### src/psta_pkg.sv
// constants for the program space table access datapath
package psta_pkg;
  localparam int unsigned DATA_W      = 16;
  localparam int unsigned BYTE_W      = 8;
  localparam int unsigned PROG_W      = 24;
  localparam int unsigned EA_W        = 16;
  localparam int unsigned PAGE_W      = 8;
  localparam int unsigned ADDR_W      = PAGE_W + EA_W;
  localparam int unsigned CFG_BIT     = 7;
  localparam int unsigned HI_LSB      = 16;
  localparam logic [7:0]  PAGE_RST    = 8'h00;
  localparam logic [7:0]  PHANTOM     = 8'h00;
  localparam logic [1:0]  WORD_STEP   = 2'h2;
  localparam int unsigned NLANES      = 3;
  localparam int unsigned LO_IDX      = 0;
  localparam int unsigned MID_IDX     = 1;
  localparam int unsigned UP_IDX      = 2;
  localparam logic [2:0]  LANE_NONE   = 3'h0;
  localparam logic [2:0]  LANE_LO     = 3'h1;
  localparam logic [2:0]  LANE_MID    = 3'h2;
  localparam logic [2:0]  LANE_WORD   = 3'h3;
  localparam logic [2:0]  LANE_UP     = 3'h4;

  typedef enum logic [3:0] {
    PSTA_OP_RDL = 4'h1,
    PSTA_OP_RDH = 4'h2,
    PSTA_OP_WTL = 4'h4,
    PSTA_OP_WTH = 4'h8
  } psta_op_e;

  typedef enum logic [2:0] {
    PSTA_IDLE = 3'h1,
    PSTA_WAIT = 3'h2,
    PSTA_DONE = 3'h4
  } psta_state_e;
endpackage : psta_pkg

### src/psta_table_access.sv
// table read and write datapath between cpu core and program flash
`timescale 1ns/10ps
module psta_table_access (
  input  wire logic                  clk,
  input  wire logic                  nrst,
  input  wire logic                  page_wr,
  input  wire logic [7:0]            page_wdata,
  output logic      [7:0]            table_page_select,
  input  wire logic                  op_valid,
  output logic                       op_ready,
  input  wire logic [3:0]            op_code,
  input  wire logic                  op_byte,
  input  wire logic [15:0]           op_ea,
  input  wire logic [15:0]           op_wdata,
  output logic                       rsp_valid,
  output logic      [15:0]           rsp_rdata,
  output logic                       mem_req,
  output logic                       mem_we,
  output logic                       mem_cfg,
  output logic      [23:0]           mem_addr,
  output logic      [2:0]            mem_lane_en,
  output logic      [23:0]           mem_wdata,
  input  wire logic                  mem_ack,
  input  wire logic [23:0]           mem_rdata
);
  psta_pkg::psta_state_e state_ff;
  psta_pkg::psta_state_e nxt_state;
  logic [7:0]  page_ff;
  logic [3:0]  op_ff;
  logic        byte_ff;
  logic        bsel_ff;
  logic [23:0] addr_ff;
  logic [23:0] wdata_ff;
  logic [2:0]  lane_ff;
  logic        we_ff;
  logic [15:0] rdata_ff;
  logic [15:0] nxt_rdata;
  logic [7:0]  lo_byte;
  logic [7:0]  hi_byte;
  logic [7:0]  up_byte;
  logic [2:0]  nxt_lane;
  logic [23:0] nxt_wdata;
  logic        take;
  logic        is_high;
  logic        is_rdh;
  logic        is_wtl;
  logic        is_wth;
  logic        is_write;
  logic        acked;
  logic        in_idle;
  logic        in_wait;
  logic [7:0]  rd_byte [psta_pkg::NLANES];
  logic [7:0]  wr_src  [psta_pkg::NLANES];

  // state decodes
  assign in_idle  = (state_ff == psta_pkg::PSTA_IDLE);
  assign in_wait  = (state_ff == psta_pkg::PSTA_WAIT);
  assign take     = op_valid && in_idle;
  assign op_ready = in_idle;
  assign acked    = in_wait && mem_ack;

  // decoded op kinds
  assign is_rdh   = (op_code == psta_pkg::PSTA_OP_RDH);
  assign is_wtl   = (op_code == psta_pkg::PSTA_OP_WTL);
  assign is_wth   = (op_code == psta_pkg::PSTA_OP_WTH);
  assign is_high  = is_rdh || is_wth;
  assign is_write = is_wtl || is_wth;

  // page register
  always_ff @(posedge clk or negedge nrst) begin
    if (!nrst) begin
      page_ff <= psta_pkg::PAGE_RST;
    end else if (page_wr) begin
      page_ff <= page_wdata;
    end
  end
  assign table_page_select = page_ff;

  always_comb begin
    nxt_state = state_ff;
    unique case (state_ff)
      psta_pkg::PSTA_IDLE: begin
        if (op_valid) begin
          nxt_state = psta_pkg::PSTA_WAIT;
        end
      end
      psta_pkg::PSTA_WAIT: begin
        if (mem_ack) begin
          nxt_state = psta_pkg::PSTA_DONE;
        end
      end
      psta_pkg::PSTA_DONE: begin
        nxt_state = psta_pkg::PSTA_IDLE;
      end
      default: begin
        nxt_state = psta_pkg::PSTA_IDLE;
      end
    endcase
  end

  always_ff @(posedge clk or negedge nrst) begin
    if (!nrst) begin
      state_ff <= psta_pkg::PSTA_IDLE;
    end else begin
      state_ff <= nxt_state;
    end
  end

  // byte lane selection per op
  always_comb begin
    nxt_lane = psta_pkg::LANE_NONE;
    if (is_high) begin
      // upper byte only via high ops
      if (op_byte && op_ea[0]) begin
        nxt_lane = psta_pkg::LANE_NONE;
      end else begin
        nxt_lane = psta_pkg::LANE_UP;
      end
    end else if (op_byte) begin
      if (op_ea[0]) begin
        nxt_lane = psta_pkg::LANE_MID;
      end else begin
        nxt_lane = psta_pkg::LANE_LO;
      end
    end else begin
      // low ops reach least word space
      nxt_lane = psta_pkg::LANE_WORD;
    end
  end

  // write byte source per lane
  assign wr_src[psta_pkg::LO_IDX]  = op_wdata[psta_pkg::BYTE_W-1:0];
  assign wr_src[psta_pkg::MID_IDX] = op_byte ? op_wdata[psta_pkg::BYTE_W-1:0]
                                             : op_wdata[psta_pkg::DATA_W-1:psta_pkg::BYTE_W];
  // upper lane fed from low data byte
  assign wr_src[psta_pkg::UP_IDX]  = op_wdata[psta_pkg::BYTE_W-1:0];

  // one pass per program lane
  genvar gi;
  for (gi = 0; gi < psta_pkg::NLANES; gi++) begin : g_lane
    // idle lanes carry zero
    assign nxt_wdata[gi*psta_pkg::BYTE_W +: psta_pkg::BYTE_W] = nxt_lane[gi] ? wr_src[gi] : '0;
    assign rd_byte[gi] = mem_rdata[gi*psta_pkg::BYTE_W +: psta_pkg::BYTE_W];
  end

  // captured op kind
  always_ff @(posedge clk or negedge nrst) begin
    if (!nrst) begin
      op_ff <= '0;
    end else if (take) begin
      op_ff <= op_code;
    end
  end

  // byte or word mode per op
  always_ff @(posedge clk or negedge nrst) begin
    if (!nrst) begin
      byte_ff <= 1'b0;
    end else if (take) begin
      byte_ff <= op_byte;
    end
  end

  // byte select from ea bit 0
  always_ff @(posedge clk or negedge nrst) begin
    if (!nrst) begin
      bsel_ff <= 1'b0;
    end else if (take) begin
      bsel_ff <= op_ea[0];
    end
  end

  // word address in steps of two
  always_ff @(posedge clk or negedge nrst) begin
    if (!nrst) begin
      addr_ff <= '0;
    end else if (take) begin
      addr_ff <= {page_ff, op_ea[psta_pkg::EA_W-1:1], 1'b0};
    end
  end

  // captured write data
  always_ff @(posedge clk or negedge nrst) begin
    if (!nrst) begin
      wdata_ff <= '0;
    end else if (take) begin
      wdata_ff <= nxt_wdata;
    end
  end

  always_ff @(posedge clk or negedge nrst) begin
    if (!nrst) begin
      lane_ff <= psta_pkg::LANE_NONE;
    end else if (take) begin
      lane_ff <= nxt_lane;
    end
  end

  // write direction
  always_ff @(posedge clk or negedge nrst) begin
    if (!nrst) begin
      we_ff <= 1'b0;
    end else if (take) begin
      we_ff <= is_write;
    end
  end

  // request level while waiting for flash
  assign mem_req     = in_wait;
  assign mem_we      = we_ff;
  assign mem_addr    = addr_ff;
  assign mem_lane_en = lane_ff;
  assign mem_wdata   = wdata_ff;
  assign mem_cfg     = addr_ff[psta_pkg::ADDR_W-1];

  assign lo_byte = rd_byte[psta_pkg::LO_IDX];
  assign hi_byte = rd_byte[psta_pkg::MID_IDX];
  assign up_byte = rd_byte[psta_pkg::UP_IDX];

  // read data formatting
  always_comb begin
    nxt_rdata = '0;
    unique case (op_ff)
      psta_pkg::PSTA_OP_RDL: begin
        if (!byte_ff) begin
          nxt_rdata = {hi_byte, lo_byte};
        end else if (bsel_ff) begin
          nxt_rdata = {8'h00, hi_byte};
        end else begin
          nxt_rdata = {8'h00, lo_byte};
        end
      end
      psta_pkg::PSTA_OP_RDH: begin
        if (!byte_ff) begin
          nxt_rdata = {psta_pkg::PHANTOM, up_byte};
        end else if (bsel_ff) begin
          nxt_rdata = {8'h00, psta_pkg::PHANTOM};
        end else begin
          nxt_rdata = {8'h00, up_byte};
        end
      end
      default: begin
        // writes return no data
        nxt_rdata = '0;
      end
    endcase
  end

  // completion pulse
  always_ff @(posedge clk or negedge nrst) begin
    if (!nrst) begin
      rsp_valid <= 1'b0;
    end else begin
      rsp_valid <= acked;
    end
  end

  // read result holds until next read
  always_ff @(posedge clk or negedge nrst) begin
    if (!nrst) begin
      rdata_ff <= '0;
    end else if (acked && !we_ff) begin
      rdata_ff <= nxt_rdata;
    end
  end
  assign rsp_rdata = rdata_ff;
endmodule : psta_table_access

### config.mk
export PLATFORM = sky130hd
export DESIGN_NAME = psta_table_access
export DESIGN_NICKNAME = d
export VERILOG_FILES = /design/src/psta_pkg.sv /design/src/psta_table_access.sv
export SDC_FILE = /design/constraint.sdc
export NUM_CORES = 1
export LEC_CHECK = 0
export BUFFER_PORTS_ARGS = -buffer_cell sky130_fd_sc_hd__clkbuf_2
export CAP_MARGIN = 30
export CORE_MARGIN = 4
export CORE_UTILIZATION = 45
export CTS_BUF_LIST = sky130_fd_sc_hd__clkbuf_4
export CTS_CLUSTER_DIAMETER = 40
export DETAILED_ROUTE_END_ITERATION = 8
export PLACE_DENSITY = 0.87
export SYNTH_ARGS = -nofsm -noshare
export SYNTH_HDL_FRONTEND = slang
export SYNTH_SLANG_ARGS = --single-unit
### constraint.sdc
create_clock -name clk -period 1.6 [get_ports clk]
set_clock_uncertainty 0.05 [all_clocks]
set_input_delay 0.16 -clock clk [delete_from_list [all_inputs] [get_ports clk]]
set_output_delay 0.16 -clock clk [all_outputs]
set_load 0.02 [all_outputs]
; After elaboration in Yosys (flattened, before gate mapping)
; Cells that the tools add are included.
[classes]
n_eq_ne = 9
mux = 16
reduce_logical = 8
[ops]
columns = op, count
row1 = 8-bit two-way mux, 7
row2 = 16-bit case mux with 2 select lines, 1
row3 = 16-bit two-way mux, 1
row4 = 3-bit two-way mux, 5
row5 = 4-bit by 2-bit == test with 1-bit output (second input constant), 2
row6 = 3-bit case mux with 2 select lines, 1
row7 = 4-bit by 1-bit == test with 1-bit output (second input constant), 1
row8 = 4-bit by 3-bit == test with 1-bit output (second input constant), 1
row9 = 4-bit == test (second input constant), 1
row10 = 1-bit logical AND, 4
row11 = 2-bit != test (second input constant), 2
row12 = 3-bit by 1-bit == test with 1-bit output (second input constant), 1
row13 = 3-bit by 2-bit == test with 1-bit output (second input constant), 1
row14 = 1-bit logical OR, 2
row15 = 2-bit two-way mux, 1
row16 = 2-bit AND reduction, 1
row17 = 1-bit zero test, 1
[totals]
regBits = 85
input_bits = 74
out_inout_bits = 80
wordCells = 44

; Longest topological paths before layout
; Gate-level depths: netlist of the first run.
[depth]
depth_word = 4
ltp_mapped = 5
ltp_nobuf = 3

; Worst setup path after synthesis of the first run
; No wires, ideal clock.
[synth_path]
path_kind = register to register
start = register we_ff, in the netlist mem_we
end = register rdata_ff[0], in the netlist rsp_rdata[0]
arrival_time_ns = 1.201
required_ns = 1.413
slack_ns = 0.211
path_stages_with_launch = 6
path_buffers = 2
period_less_slack_ns = 1.389
path_cell_list = dfrtp_1 > nor2b_1 > buf_2 > and2_1 > clkbuf_1 > a31oi_1
[synth_between]
elab_chain_cells = 2
[synth_lines]
columns = element, line
row1 = "start, declared", psta_table_access.sv:35  ; logic we_ff;
row2 = "start signal, assigned", psta_table_access.sv:204  ; we_ff <= is_write;
row3 = 1-bit zero test, psta_table_access.sv:262  ; end else if (acked && !we_ff) begin
row4 = 1-bit logical AND, psta_table_access.sv:262
row5 = "end signal, assigned", psta_table_access.sv:263  ; rdata_ff <= nxt_rdata;
row6 = "end, declared", psta_table_access.sv:36  ; logic [15:0] rdata_ff;
; Every way passes these cells.
; A chain may end at the register's enable or synchronous reset.

; Final worst setup path of the first run
[layout_path]
start = register state_ff[0]
end = output port op_ready
[layout_between]
elab_chain_cells = 1
[layout_lines]
columns = element, line
row1 = "start, declared", psta_table_access.sv:26  ; psta_pkg::psta_state_e state_ff;
row2 = "start signal, assigned", psta_table_access.sv:103  ; state_ff <= psta_pkg::PSTA_IDLE;
row3 = "start signal, assigned", psta_table_access.sv:105  ; state_ff <= nxt_state;
row4 = 3-bit by 1-bit == test with 1-bit output, psta_table_access.sv:56  ; assign in_idle = (state_ff == psta_pkg::PSTA_IDLE);
row5 = "end, declared", psta_table_access.sv:10  ; output logic op_ready,
; Every way passes these cells.

==> impl_metrics.prom, run 1 <==
# TYPE chip_impl_metric gauge
chip_impl_metric{name="p_int",unit="W"} 0.00492
chip_impl_metric{name="syn-instance-count",unit=""} 353
chip_impl_metric{name="grt-ovfl-total",unit=""} 0
chip_impl_metric{name="cp_data_required_time",unit="ns"} 1.39
chip_impl_metric{name="routed_wl_per_cell",unit="µm"} 16.3
chip_impl_metric{name="dpl_worst_slack",unit="ns"} 0.101
chip_impl_metric{name="synth_async_sr_flop_share",unit="%"} 100
chip_impl_metric{name="drt_pass1_iterations",unit=""} 4
chip_impl_metric{name="pin_count_of_the_biggest_net_entering_global_routing",unit=""} 34
chip_impl_metric{name="timing.final.ws_setup",unit="ns"} 0.0682
chip_impl_metric{name="netlist.area_leader.share",unit="%"} 57.5
chip_impl_metric{name="track_usage",unit="%"} 23.7
chip_impl_metric{name="clock_insertion_delay_worst_skew",unit="ns"} 0.40
chip_impl_metric{name="reg2reg_depth",unit=""} 4
chip_impl_metric{name="number_of_nets_in_the_synthesized_netlist",unit=""} 427
chip_impl_metric{name="syn_avg_cell_area",unit="µm²"} 10.4
chip_impl_metric{name="finalSetupTns",unit="ns"} 0
chip_impl_metric{name="netlist_area",unit="µm²"} 3660
chip_impl_metric{name="nNetsFinal",unit=""} 642
chip_impl_metric{name="grt_first_pass_wirelength",unit="µm"} 18200
chip_impl_info{name="hp-class",value="primary input to register"} 1
chip_impl_metric{name="power.sequential.fraction",unit="%"} 41.7
chip_impl_info{name="most_instantiated_library_cell_after_synthesis",value="nand2_1"} 1
chip_impl_info{name="endpoint",value="op_ready"} 1
chip_impl_metric{name="max_freq",unit="MHz"} 653
chip_impl_metric{name="cts_made_buffers",unit=""} 9
chip_impl_metric{name="synth-edff-count",unit=""} 0
chip_impl_metric{name="finalPower",unit="W"} 0.00866
chip_impl_metric{name="final_max_slew_viol_count",unit=""} 0
chip_impl_metric{name="fp.dieH",unit="µm"} 98.1
chip_impl_metric{name="switchingPower",unit="W"} 0.00374
chip_impl_metric{name="yosysUniqueCellTypes",unit=""} 37
chip_impl_metric{name="finalWirelength",unit="µm"} 11000
chip_impl_info{name="yosys.area.top_type",value="dfrtp_1"} 1
chip_impl_metric{name="rrSetupSlack",unit="ns"} 0.09
chip_impl_metric{name="clock_path_buffers",unit=""} 2
chip_impl_metric{name="critical_path_peak_fanout",unit=""} 4
chip_impl_metric{name="period_minus_slack",unit="ns"} 1.53
chip_impl_metric{name="grt_pass1_vias",unit=""} 3644
chip_impl_metric{name="numPlacedInstances",unit=""} 597
chip_impl_metric{name="ys_seq_area_share",unit="%"} 58.2
chip_impl_metric{name="num_rows",unit=""} 32
chip_impl_metric{name="irDropWorstVdd",unit="mV"} 0.977
chip_impl_metric{name="layout-drive-gt1-share",unit="%"} 37.0
chip_impl_metric{name="ys_warn_count",unit=""} 0
chip_impl_info{name="regToRegEndpoint",value="mem_wdata[11]"} 1
chip_impl_info{name="most_instantiated_cells_after_synthesis",value="nand2_1, dfrtp_1, o21ai_0"} 1
chip_impl_metric{name="report.final.hold_viol_count",unit=""} 0
chip_impl_info{name="unrepaired_setup_endpoints_after_global_routing",value="true"} 1
chip_impl_metric{name="timing_worst_slew_pin_value",unit="ns"} 0.506
chip_impl_metric{name="design.portCount",unit=""} 154
chip_impl_metric{name="non_filler_cells_final",unit=""} 677
chip_impl_info{name="crit_start",value="state_ff[0]"} 1
chip_impl_metric{name="area_growth",unit="%"} 45.7
chip_impl_metric{name="detailedPlacementHpwl",unit="µm"} 7350
chip_impl_metric{name="vias_per_cell",unit=""} 5.23
chip_impl_metric{name="period_share",unit="%"} 95.7
chip_impl_metric{name="number_of_antenna_violations_at_the_first_check_in_global_routing",unit=""} 2
chip_impl_metric{name="worstPathArrival",unit="ns"} 1.32
chip_impl_metric{name="switching_share",unit="%"} 43.2
chip_impl_info{name="worst-setup-path-type",value="register to output pin"} 1
chip_impl_metric{name="timing.final.setup_violations",unit=""} 0
chip_impl_metric{name="max_cap_viol_count",unit=""} 0
chip_impl_info{name="cts_tree",value="done"} 1
chip_impl_metric{name="total_die_area",unit="µm²"} 9630
chip_impl_metric{name="vias_after_detailed_routing",unit=""} 3538
chip_impl_info{name="critical_path.endpoint_type",value="output pin"} 1
chip_impl_info{name="run_status",value="completed"} 1
chip_impl_metric{name="synth-seq-cells",unit=""} 85
chip_impl_metric{name="relSlewSlack",unit="%"} 66.2
chip_impl_metric{name="cts.sinks",unit=""} 85
chip_impl_info{name="synth-main-ff-cell",value="dfrtp_1"} 1
chip_impl_metric{name="power.share.combinational",unit="%"} 44.6
chip_impl_metric{name="die_width",unit="µm"} 98.1
chip_impl_info{name="ys_top_cells_by_area",value="dfrtp_1, nand2_1, o21ai_0"} 1
chip_impl_metric{name="core_area",unit="µm²"} 7810
chip_impl_metric{name="leak_pwr",unit="nW"} 2.77
chip_impl_info{name="root_buffer",value="clkbuf_4"} 1
chip_impl_metric{name="routability_cong",unit=""} 0.872
chip_impl_metric{name="fill_cells",unit=""} 599
chip_impl_metric{name="dr.first_iter.drc_count",unit=""} 117
chip_impl_metric{name="remaining_drc_errors",unit=""} 0
chip_impl_info{name="rr_startpoint",value="state_ff[0]"} 1
chip_impl_metric{name="power.density",unit="nW/µm²"} 1630
chip_impl_metric{name="hold_ws",unit="ns"} 0.0313
chip_impl_metric{name="p_clk_share",unit="%"} 13.8
chip_impl_info{name="timing.critical_path.from_type",value="register"} 1
chip_impl_metric{name="htree_num_levels",unit=""} 3
chip_impl_metric{name="antenna_violating_nets_post_route",unit=""} 0
chip_impl_metric{name="start_util",unit="%"} 46.8
chip_impl_metric{name="cts.reportedPaths.clkPinSlew",unit="ns"} 0.11
chip_impl_metric{name="port_buffers",unit=""} 152
metrics by stage:
step                      utilization [%]  instance area (µm²)
after floorplan                         -                 3660
after global placement               58.3                 4550
after detailed placement             58.3                 4550
after CTS                            67.9                 5310
after global routing                 68.2                 5330
final                                68.2                 5330
repair_timing:
| item | 4_1_cts | 5_1_grt |
|---|---|---|
| endpoints found under the hold margin | 152 | 0 |
| hold buffers | 57 | 0 |
| setup buffers | 4 | 1 |
| pin swaps | 1 | 1 |
| resized for setup | 5 | 5 |
| endpoints found under the setup margin | 2 | 5 |
worst max-delay path, stage by stage (launching register included):
cell	delay [ns]
dfstp_2	0.59
nor3b_2	0.17
buf_4	0.17
registers in the layout, summed over array words and instances, names as in the netlist:
name / count
bsel_ff: 1
byte_ff: 1
mem_addr: 23
mem_lane_en: 3
mem_wdata: 24
mem_we: 1
op_ff: 4
rsp_rdata: 16
rsp_valid: 1
state_ff: 3
table_page_select: 8
kinds of logic after synthesis:
kind of cell / after synthesis / share of synthesized area [%]
xor gates and xnor gates: 2 / 0.685
muxes: 16 / 4.65
and+or+nand+nor: 154 / 19.2
AOI/OAI and AO/OA: 72 / 13.9
buffers and inverters: 23 / 3.25
other: 1 / 0.103
DFF: 85 / 58.2
power by group through the flow:
stage,registers [W],logic [W],clock network [W]
4_1_cts,0.00359,0.00383,0.00124
6_report,0.00361,0.00386,0.00119
5_1_grt,0.00373,0.00420,0.00132
3_3_place_gp,0.00359,0.00351,0
3_5_place_dp,0.00364,0.00363,0
2_1_floorplan,0.00439,0.00145,0
worst min path at each step:
stage | start | to | cells after the start
2_1_floorplan | nrst | bsel_ff | 0
3_3_place_gp | nrst | mem_lane_en[1] | 1
3_5_place_dp | nrst | mem_lane_en[1] | 1
4_1_cts | op_valid | mem_we | 3
5_1_grt | op_code[2] | op_ff[2] | 3
6_report | op_valid | mem_we | 3
layout by cell type (no fill, tap or decap), types with 7 or more instances in the layout:
cell type      Yosys  layout
dlygate4sd3_1      0      57
clkbuf_2           0     149
a31oi_1            8       8
o31ai_1            8       7
mux2i_1            8       8
o21ai_1           10      11
nand3_1            8       8
a21oi_1            8       8
o21ai_0           18      17
buf_4              4      17
a22o_2             7       7
clkbuf_4           0      11
a21boi_0           8       8
and3_1             8       8
dfrtp_1           84      83
nand2_1          125     125
mux2_2             8       8
layer usage:
layer  GRT usage [%]  share of wire [%]  vias to the layer above
met5               0                  0                        -
met4            13.2                4.1                        0
met3            5.14                7.9                       40
met2            39.7                 49                      195
met1            28.3                 39                     1666
li1                -                  -                     1637
area by class of cell:
class                      count  area (µm²)  area share, %
sequential                    85        2130           40.0
clock inverter                 5        51.3          0.963
multi-input combinational    245        1440           27.0
antenna                        2        5.00         0.0940
tap                          102         128           2.40
timing repair buffer         226        1490           28.0
clock buffer                  11        82.6           1.55
inverter                       1        3.75         0.0705
No activity file was read; power rests on OpenSTA's default activity.
==> run 2, diff against run 1 <==
--- a/config.mk
+++ b/config.mk
@@ -7,12 +7,14 @@
 export LEC_CHECK = 0
 export BUFFER_PORTS_ARGS = -buffer_cell sky130_fd_sc_hd__clkbuf_2
 export CAP_MARGIN = 30
+export CELL_PAD_IN_SITES_DETAIL_PLACEMENT = 0
+export CELL_PAD_IN_SITES_GLOBAL_PLACEMENT = 1
 export CORE_MARGIN = 4
-export CORE_UTILIZATION = 45
+export CORE_UTILIZATION = 37
 export CTS_BUF_LIST = sky130_fd_sc_hd__clkbuf_4
 export CTS_CLUSTER_DIAMETER = 40
 export DETAILED_ROUTE_END_ITERATION = 8
-export PLACE_DENSITY = 0.87
+export PLACE_DENSITY = 0.94
 export SYNTH_ARGS = -nofsm -noshare
 export SYNTH_HDL_FRONTEND = slang
 export SYNTH_SLANG_ARGS = --single-unit
==> run 2 against run 1 <==
  * The flow now finishes with violations (setup timing)
  * Non-clock buffer count increased by 11
  * Flip-flop and latch count stayed put
  * Core utilization shrank 10 points
  * Sequential power about the same
  * Maximum frequency shrank 4.3%
  * Setup slack got worse by 0.069 ns
  * First-iteration DRC count grew 130%
  * Critical endpoint unchanged
==> impl_metrics.prom, run 2 (synthesis results as in run 1) <==
# TYPE chip_impl_metric gauge
chip_impl_metric{name="p_int",unit="W"} 0.00545
chip_impl_metric{name="relSlewSlack",unit="%"} 63.3
chip_impl_metric{name="met3_wire_len",unit="µm"} 674
chip_impl_metric{name="start_util",unit="%"} 37.8
chip_impl_info{name="critical_path.endpoint_type",value="output pin"} 1
chip_impl_metric{name="largest_register_ffs",unit=""} 24
chip_impl_metric{name="clock_insertion_delay_worst_skew",unit="ns"} 0.44
chip_impl_metric{name="postPlaceCellArea",unit="µm²"} 4610
chip_impl_metric{name="core_area",unit="µm²"} 9680
chip_impl_metric{name="vias_per_cell",unit=""} 4.82
chip_impl_info{name="run_status",value="complete, but fails checks"} 1
chip_impl_metric{name="report.final.hold_viol_count",unit=""} 0
chip_impl_metric{name="die_width",unit="µm"} 107
chip_impl_metric{name="cp_data_required_time",unit="ns"} 1.39
chip_impl_metric{name="htree_num_levels",unit=""} 3
chip_impl_info{name="unrepaired_setup_endpoints_after_global_routing",value="true"} 1
chip_impl_metric{name="worstPathArrival",unit="ns"} 1.39
chip_impl_metric{name="dpl_worst_slack",unit="ns"} 0.143
chip_impl_metric{name="drt_pass1_iterations",unit=""} 4
chip_impl_metric{name="design.portCount",unit=""} 154
chip_impl_metric{name="timing.final.setup_violations",unit=""} 1
chip_impl_metric{name="layout-drive-gt1-share",unit="%"} 37.8
chip_impl_metric{name="period_minus_slack",unit="ns"} 1.60
chip_impl_info{name="failed_checks",value="setup timing"} 1
chip_impl_metric{name="timing_worst_slew_pin_value",unit="ns"} 0.551
chip_impl_metric{name="grt-ovfl-total",unit=""} 0
chip_impl_metric{name="final_max_slew_viol_count",unit=""} 0
chip_impl_metric{name="detailedPlacementHpwl",unit="µm"} 7420
chip_impl_metric{name="power.share.combinational",unit="%"} 44.7
chip_impl_metric{name="routed_wl_per_cell",unit="µm"} 15.6
chip_impl_metric{name="number_of_antenna_violations_at_the_first_check_in_global_routing",unit=""} 1
chip_impl_metric{name="vias_after_detailed_routing",unit=""} 3463
chip_impl_metric{name="max_cap_viol_count",unit=""} 0
chip_impl_metric{name="nNetsFinal",unit=""} 653
chip_impl_metric{name="cts.sinks",unit=""} 85
chip_impl_metric{name="pin_count_of_the_biggest_net_entering_global_routing",unit=""} 50
chip_impl_metric{name="power.density",unit="nW/µm²"} 1660
chip_impl_metric{name="fp.dieH",unit="µm"} 107
chip_impl_metric{name="cts_made_buffers",unit=""} 9
chip_impl_metric{name="max_freq",unit="MHz"} 625
chip_impl_metric{name="irDropWorstVdd",unit="mV"} 0.834
chip_impl_info{name="hp-class",value="primary input to register"} 1
chip_impl_metric{name="antenna_violating_nets_post_route",unit=""} 0
chip_impl_metric{name="grt_pass1_vias",unit=""} 3493
chip_impl_metric{name="met1Wirelength",unit="µm"} 4680
chip_impl_metric{name="remaining_drc_errors",unit=""} 0
chip_impl_metric{name="p_clk_share",unit="%"} 16.7
chip_impl_metric{name="detailroute.wirelength.met2",unit="µm"} 5620
chip_impl_metric{name="total_die_area",unit="µm²"} 11500
chip_impl_metric{name="num_rows",unit=""} 36
chip_impl_metric{name="area_growth",unit="%"} 54.3
chip_impl_info{name="final_common_cell",value="clkbuf_2"} 1
chip_impl_info{name="cts_tree",value="done"} 1
chip_impl_metric{name="rrSetupSlack",unit="ns"} 0.01
chip_impl_metric{name="grt_first_pass_wirelength",unit="µm"} 17300
chip_impl_metric{name="hold_ws",unit="ns"} 0.0255
chip_impl_info{name="worst-setup-path-type",value="register to output pin"} 1
chip_impl_info{name="highest_layer",value="met4"} 1
chip_impl_info{name="timing.critical_path.from_type",value="register"} 1
chip_impl_metric{name="leak_pwr",unit="nW"} 2.89
chip_impl_info{name="root_buffer",value="clkbuf_4"} 1
chip_impl_metric{name="routability_cong",unit=""} 0.902
chip_impl_metric{name="period_share",unit="%"} 100
chip_impl_metric{name="dr.first_iter.drc_count",unit=""} 267
chip_impl_metric{name="cts.reportedPaths.clkPinSlew",unit="ns"} 0.15
chip_impl_metric{name="switching_share",unit="%"} 41.6
chip_impl_metric{name="switchingPower",unit="W"} 0.00389
chip_impl_metric{name="port_buffers",unit=""} 152
chip_impl_metric{name="finalWirelength",unit="µm"} 11200
chip_impl_metric{name="timing.final.ws_setup",unit="ns"} -0.000878
chip_impl_metric{name="power.sequential.fraction",unit="%"} 38.6
chip_impl_metric{name="critical_path_peak_fanout",unit=""} 4
chip_impl_metric{name="final_cell_area",unit="µm²"} 5640
chip_impl_info{name="mostFrequentLayoutCells",value="clkbuf_2, nand2_1, dfrtp_1, dlygate4sd3_1, o21ai_0"} 1
chip_impl_metric{name="track_usage",unit="%"} 18.9
chip_impl_metric{name="clock_path_buffers",unit=""} 2
## run 2: cell count changes in the layout (fill, tap and decap cells not counted), moves of 3 or more
cell           delta
dlygate4sd3_1     +6
clkbuf_16         +3
buf_12            +3
buf_4             -4
## run 2: what timing repair did
item                                    in CTS  in global routing
hold buffers                                63                  0
setup buffers                                4                  3
endpoints found under the setup margin       2                  8
pin swaps                                    1                  0
gates resized for setup                      5                 12
hold endpoints to repair                   110                  0
cloned                                       0                  4
## run 2: critical path, stage by stage (launching register included)
cell and delay, ns:
dfstp_2 0.60, nor3b_4 0.21, buf_6 0.14
## run 2: path summary, 6_finish.rpt
path	start	to	cells after the start
max	state_ff[0]	op_ready	2
min	op_byte	byte_ff	3
min in group asynchronous	nrst	mem_wdata[12]	2
max reg2reg	state_ff[0]	mem_wdata[13]	5
min reg2reg	mem_addr[8]	mem_addr[8]	2
max in group asynchronous	nrst	rsp_rdata[8]	3
## run 2: stage by stage
step | utilization (%) | TNS, ns | power [W] | std cells
2_1_floorplan | - | 0 | 0.00585 | 353
5_1_grt | 58.2 | -0.278 | 0.00995 | 718
3_5_place_dp | 47.6 | 0 | 0.00728 | 627
3_3_place_gp | 47.6 | 0 | 0.00715 | 627
6_report | 58.2 | -0.000878 | 0.00935 | 718
4_1_cts | 56.6 | -0.0726 | 0.00905 | 710
## run 2: final cells by class
type	count	area, µm²
fillers	813	4040
flip-flops and latches	85	2130
repair buffers	237	1680
multi-input cells	245	1470
well taps	133	166
clock inverters	7	123
clock buffers	9	67.6
inverters	1	3.75
diodes	1	2.50
## run 2: per-layer routing
metal  GRT usage, %  vias up
met5              0        -
met4           7.66        0
met3           3.60       16
met2           31.9      125
met1           23.8     1661
li1               -     1661
## run 2: power by group through the flow
| stage | Sequential [W] | Combinational [W] | Clock [W] |
|---|---|---|---|
| detailed placement | 0.00363 | 0.00364 | 0 |
| global placement | 0.00360 | 0.00356 | 0 |
| global route | 0.00372 | 0.00454 | 0.00169 |
| floorplan | 0.00439 | 0.00145 | 0 |
| CTS | 0.00359 | 0.00385 | 0.00162 |
| finish | 0.00360 | 0.00418 | 0.00156 |
==> run 3, diff against run 2 <==
--- a/config.mk
+++ b/config.mk
@@ -6,9 +6,10 @@
 export NUM_CORES = 1
 export LEC_CHECK = 0
 export BUFFER_PORTS_ARGS = -buffer_cell sky130_fd_sc_hd__clkbuf_2
-export CAP_MARGIN = 30
+export CAP_MARGIN = 20
 export CELL_PAD_IN_SITES_DETAIL_PLACEMENT = 0
 export CELL_PAD_IN_SITES_GLOBAL_PLACEMENT = 1
+export CORE_ASPECT_RATIO = 0.75
 export CORE_MARGIN = 4
 export CORE_UTILIZATION = 37
 export CTS_BUF_LIST = sky130_fd_sc_hd__clkbuf_4
@@ -18,3 +19,4 @@
 export SYNTH_ARGS = -nofsm -noshare
 export SYNTH_HDL_FRONTEND = slang
 export SYNTH_SLANG_ARGS = --single-unit
+export TNS_END_PERCENT = 1
==> run 3 against run 2 <==
  * The flow still finishes with violations (setup timing)
  * Final area down 3.1%
  * Via count down 2.0%
  * Core utilization down 1.7 points
  * Global-route usage down 0.28 points
  * Critical endpoint is now mem_req
  * Largest power group unchanged
==> impl_metrics.prom, run 3 (synthesis results as in run 1) <==
# TYPE chip_impl_metric gauge
chip_impl_metric{name="port_buffers",unit=""} 152
chip_impl_info{name="timing.critical_path.from_type",value="register"} 1
chip_impl_metric{name="report.final.hold_viol_count",unit=""} 0
chip_impl_info{name="unrepaired_setup_endpoints_after_global_routing",value="true"} 1
chip_impl_metric{name="timing_worst_slew_pin_value",unit="ns"} 0.655
chip_impl_metric{name="pin_count_of_the_biggest_net_entering_global_routing",unit=""} 43
chip_impl_metric{name="critical_path_peak_fanout",unit=""} 2
chip_impl_metric{name="vias_after_detailed_routing",unit=""} 3395
chip_impl_info{name="cts_tree",value="done"} 1
chip_impl_metric{name="max_cap_viol_count",unit=""} 0
chip_impl_metric{name="critical_path.max_stage_delay",unit="ns"} 0.47
chip_impl_metric{name="cts_made_buffers",unit=""} 9
chip_impl_metric{name="postPlaceCellArea",unit="µm²"} 4620
chip_impl_metric{name="clock_path_buffers",unit=""} 2
chip_impl_metric{name="period_share",unit="%"} 100
chip_impl_metric{name="p_int",unit="W"} 0.00488
chip_impl_metric{name="track_usage",unit="%"} 18.6
chip_impl_metric{name="routability_cong",unit=""} 0.798
chip_impl_metric{name="clock_insertion_delay_worst_skew",unit="ns"} 0.43
chip_impl_metric{name="dpl_worst_slack",unit="ns"} 0.139
chip_impl_metric{name="start_util",unit="%"} 37.9
chip_impl_metric{name="max_freq",unit="MHz"} 623
chip_impl_metric{name="cp_data_required_time",unit="ns"} 1.39
chip_impl_metric{name="dr.first_iter.drc_count",unit=""} 160
chip_impl_info{name="run_status",value="complete, but fails checks"} 1
chip_impl_metric{name="worstPathArrival",unit="ns"} 1.39
chip_impl_metric{name="p_clk_share",unit="%"} 12.9
chip_impl_metric{name="area_growth",unit="%"} 49.5
chip_impl_metric{name="diodes",unit=""} 0
chip_impl_metric{name="relSlewSlack",unit="%"} 56.4
chip_impl_metric{name="grt_first_pass_wirelength",unit="µm"} 16800
chip_impl_metric{name="antenna_violating_nets_post_route",unit=""} 0
chip_impl_metric{name="switchingPower",unit="W"} 0.00381
chip_impl_metric{name="finalPower",unit="W"} 0.00868
chip_impl_metric{name="grt_pass1_vias",unit=""} 3448
chip_impl_metric{name="final_max_slew_viol_count",unit=""} 0
chip_impl_info{name="slowest_stage",value="dfrtp_2"} 1
chip_impl_metric{name="nNetsFinal",unit=""} 646
chip_impl_metric{name="design.portCount",unit=""} 154
chip_impl_metric{name="detailedPlacementHpwl",unit="µm"} 7290
chip_impl_metric{name="final_cell_area",unit="µm²"} 5460
chip_impl_metric{name="power.sequential.fraction",unit="%"} 41.5
chip_impl_info{name="failed_checks",value="setup timing"} 1
chip_impl_info{name="mostFrequentLayoutCells",value="clkbuf_2, nand2_1, dfrtp_1, dlygate4sd3_1"} 1
chip_impl_info{name="final_common_cell",value="clkbuf_2"} 1
chip_impl_metric{name="vias_per_cell",unit=""} 4.79
chip_impl_metric{name="cts.reportedPaths.clkPinSlew",unit="ns"} 0.15
chip_impl_metric{name="power.share.combinational",unit="%"} 45.6
chip_impl_metric{name="rrSetupSlack",unit="ns"} 0.04
chip_impl_metric{name="irDropWorstVdd",unit="mV"} 0.809
chip_impl_metric{name="period_minus_slack",unit="ns"} 1.60
chip_impl_info{name="critical_path.endpoint_type",value="output pin"} 1
chip_impl_metric{name="grt-ovfl-total",unit=""} 0
chip_impl_metric{name="number_of_antenna_violations_at_the_first_check_in_global_routing",unit=""} 0
chip_impl_metric{name="leak_pwr",unit="nW"} 2.80
chip_impl_metric{name="htree_num_levels",unit=""} 3
chip_impl_metric{name="remaining_drc_errors",unit=""} 0
chip_impl_metric{name="timing.final.setup_violations",unit=""} 1
chip_impl_metric{name="timing.final.ws_setup",unit="ns"} -0.00495
chip_impl_metric{name="finalSetupTns",unit="ns"} -0.00495
chip_impl_metric{name="die_width",unit="µm"} 123
chip_impl_metric{name="core_area",unit="µm²"} 9660
chip_impl_info{name="path_cells",value="nor3b_4 -> buf_6 -> clkbuf_8"} 1
chip_impl_metric{name="finalWirelength",unit="µm"} 10500
chip_impl_metric{name="layout-drive-gt1-share",unit="%"} 37.3
chip_impl_metric{name="routed_wl_per_cell",unit="µm"} 14.8
chip_impl_metric{name="power.density",unit="nW/µm²"} 1590
chip_impl_metric{name="total_die_area",unit="µm²"} 11600
chip_impl_metric{name="largest_register_ffs",unit=""} 24
chip_impl_info{name="root_buffer",value="clkbuf_4"} 1
chip_impl_info{name="hp-class",value="primary input to register"} 1
chip_impl_metric{name="fp.dieH",unit="µm"} 94.1
chip_impl_metric{name="num_rows",unit=""} 31
chip_impl_info{name="worst-setup-path-type",value="register to output pin"} 1
chip_impl_metric{name="switching_share",unit="%"} 43.9
chip_impl_metric{name="drt_pass1_iterations",unit=""} 4
chip_impl_metric{name="cts.sinks",unit=""} 85
## run 3: cell count changes in the layout (fill, tap and decap cells not counted), sizes merged
cell and change:
buf -5, bufinv -3, clkinv +1, diode -1, dlygate4sd3 -1, inv +1
## run 3: critical path: cells and delay by family, from the launching register on
kind          cells  cell delay, ns
flops             1            0.47
buf+inv           2            0.26
simple gates      1            0.23
## run 3: final timing paths
check / from / to / depth (start not counted)
max in group asynchronous: nrst / mem_addr[20] / 3
max reg2reg: state_ff[0] / mem_wdata[13] / 4
max: state_ff[2] / mem_req / 3
min: op_byte / byte_ff / 3
min reg2reg: mem_addr[12] / mem_addr[12] / 2
min in group asynchronous: nrst / mem_wdata[4] / 2
## run 3: layer usage
metal  track usage [%]  vias up  routed length [µm]
met5                 0        -                   0
met4              5.59        0                 133
met3              5.48       11                 617
met2              30.0      114                5070
met1              24.2     1635                4680
li1                  -     1635                   -
## run 3: final cells by class
type / count / area [µm²]
well taps: 132 / 165
repair buffers: 230 / 1580
clock buffers: 10 / 75.1
clock inverters: 6 / 46.3
fillers: 826 / 4190
inverters: 1 / 3.75
flip-flops and latches: 85 / 2130
multi-input cells: 245 / 1470
## run 3: stage by stage
stage,utilization (%),hold WS (ns),instances
6_report,56.6,0.0347,709
5_1_grt,56.6,0.0160,709
4_1_cts,56.3,0.00803,709
3_5_place_dp,47.8,0.104,626
3_3_place_gp,47.8,0.0977,626
2_1_floorplan,-,-0.186,353
## run 3: power by group through the flow
stage	clock, W	sequential [W]	combinational, W
final	0.00112	0.00361	0.00396
after global routing	0.00125	0.00372	0.00434
after CTS	0.00117	0.00361	0.00393
after detailed placement	0	0.00364	0.00368
after global placement	0	0.00361	0.00359
after floorplan	0	0.00439	0.00145
## run 3: what timing repair did
action,CTS,global route
hold buffers,62,0
setup buffers,5,0
pin swaps,2,2
endpoints found under the hold margin,150,0
setup endpoints to repair,2,13
gates resized for setup,9,9
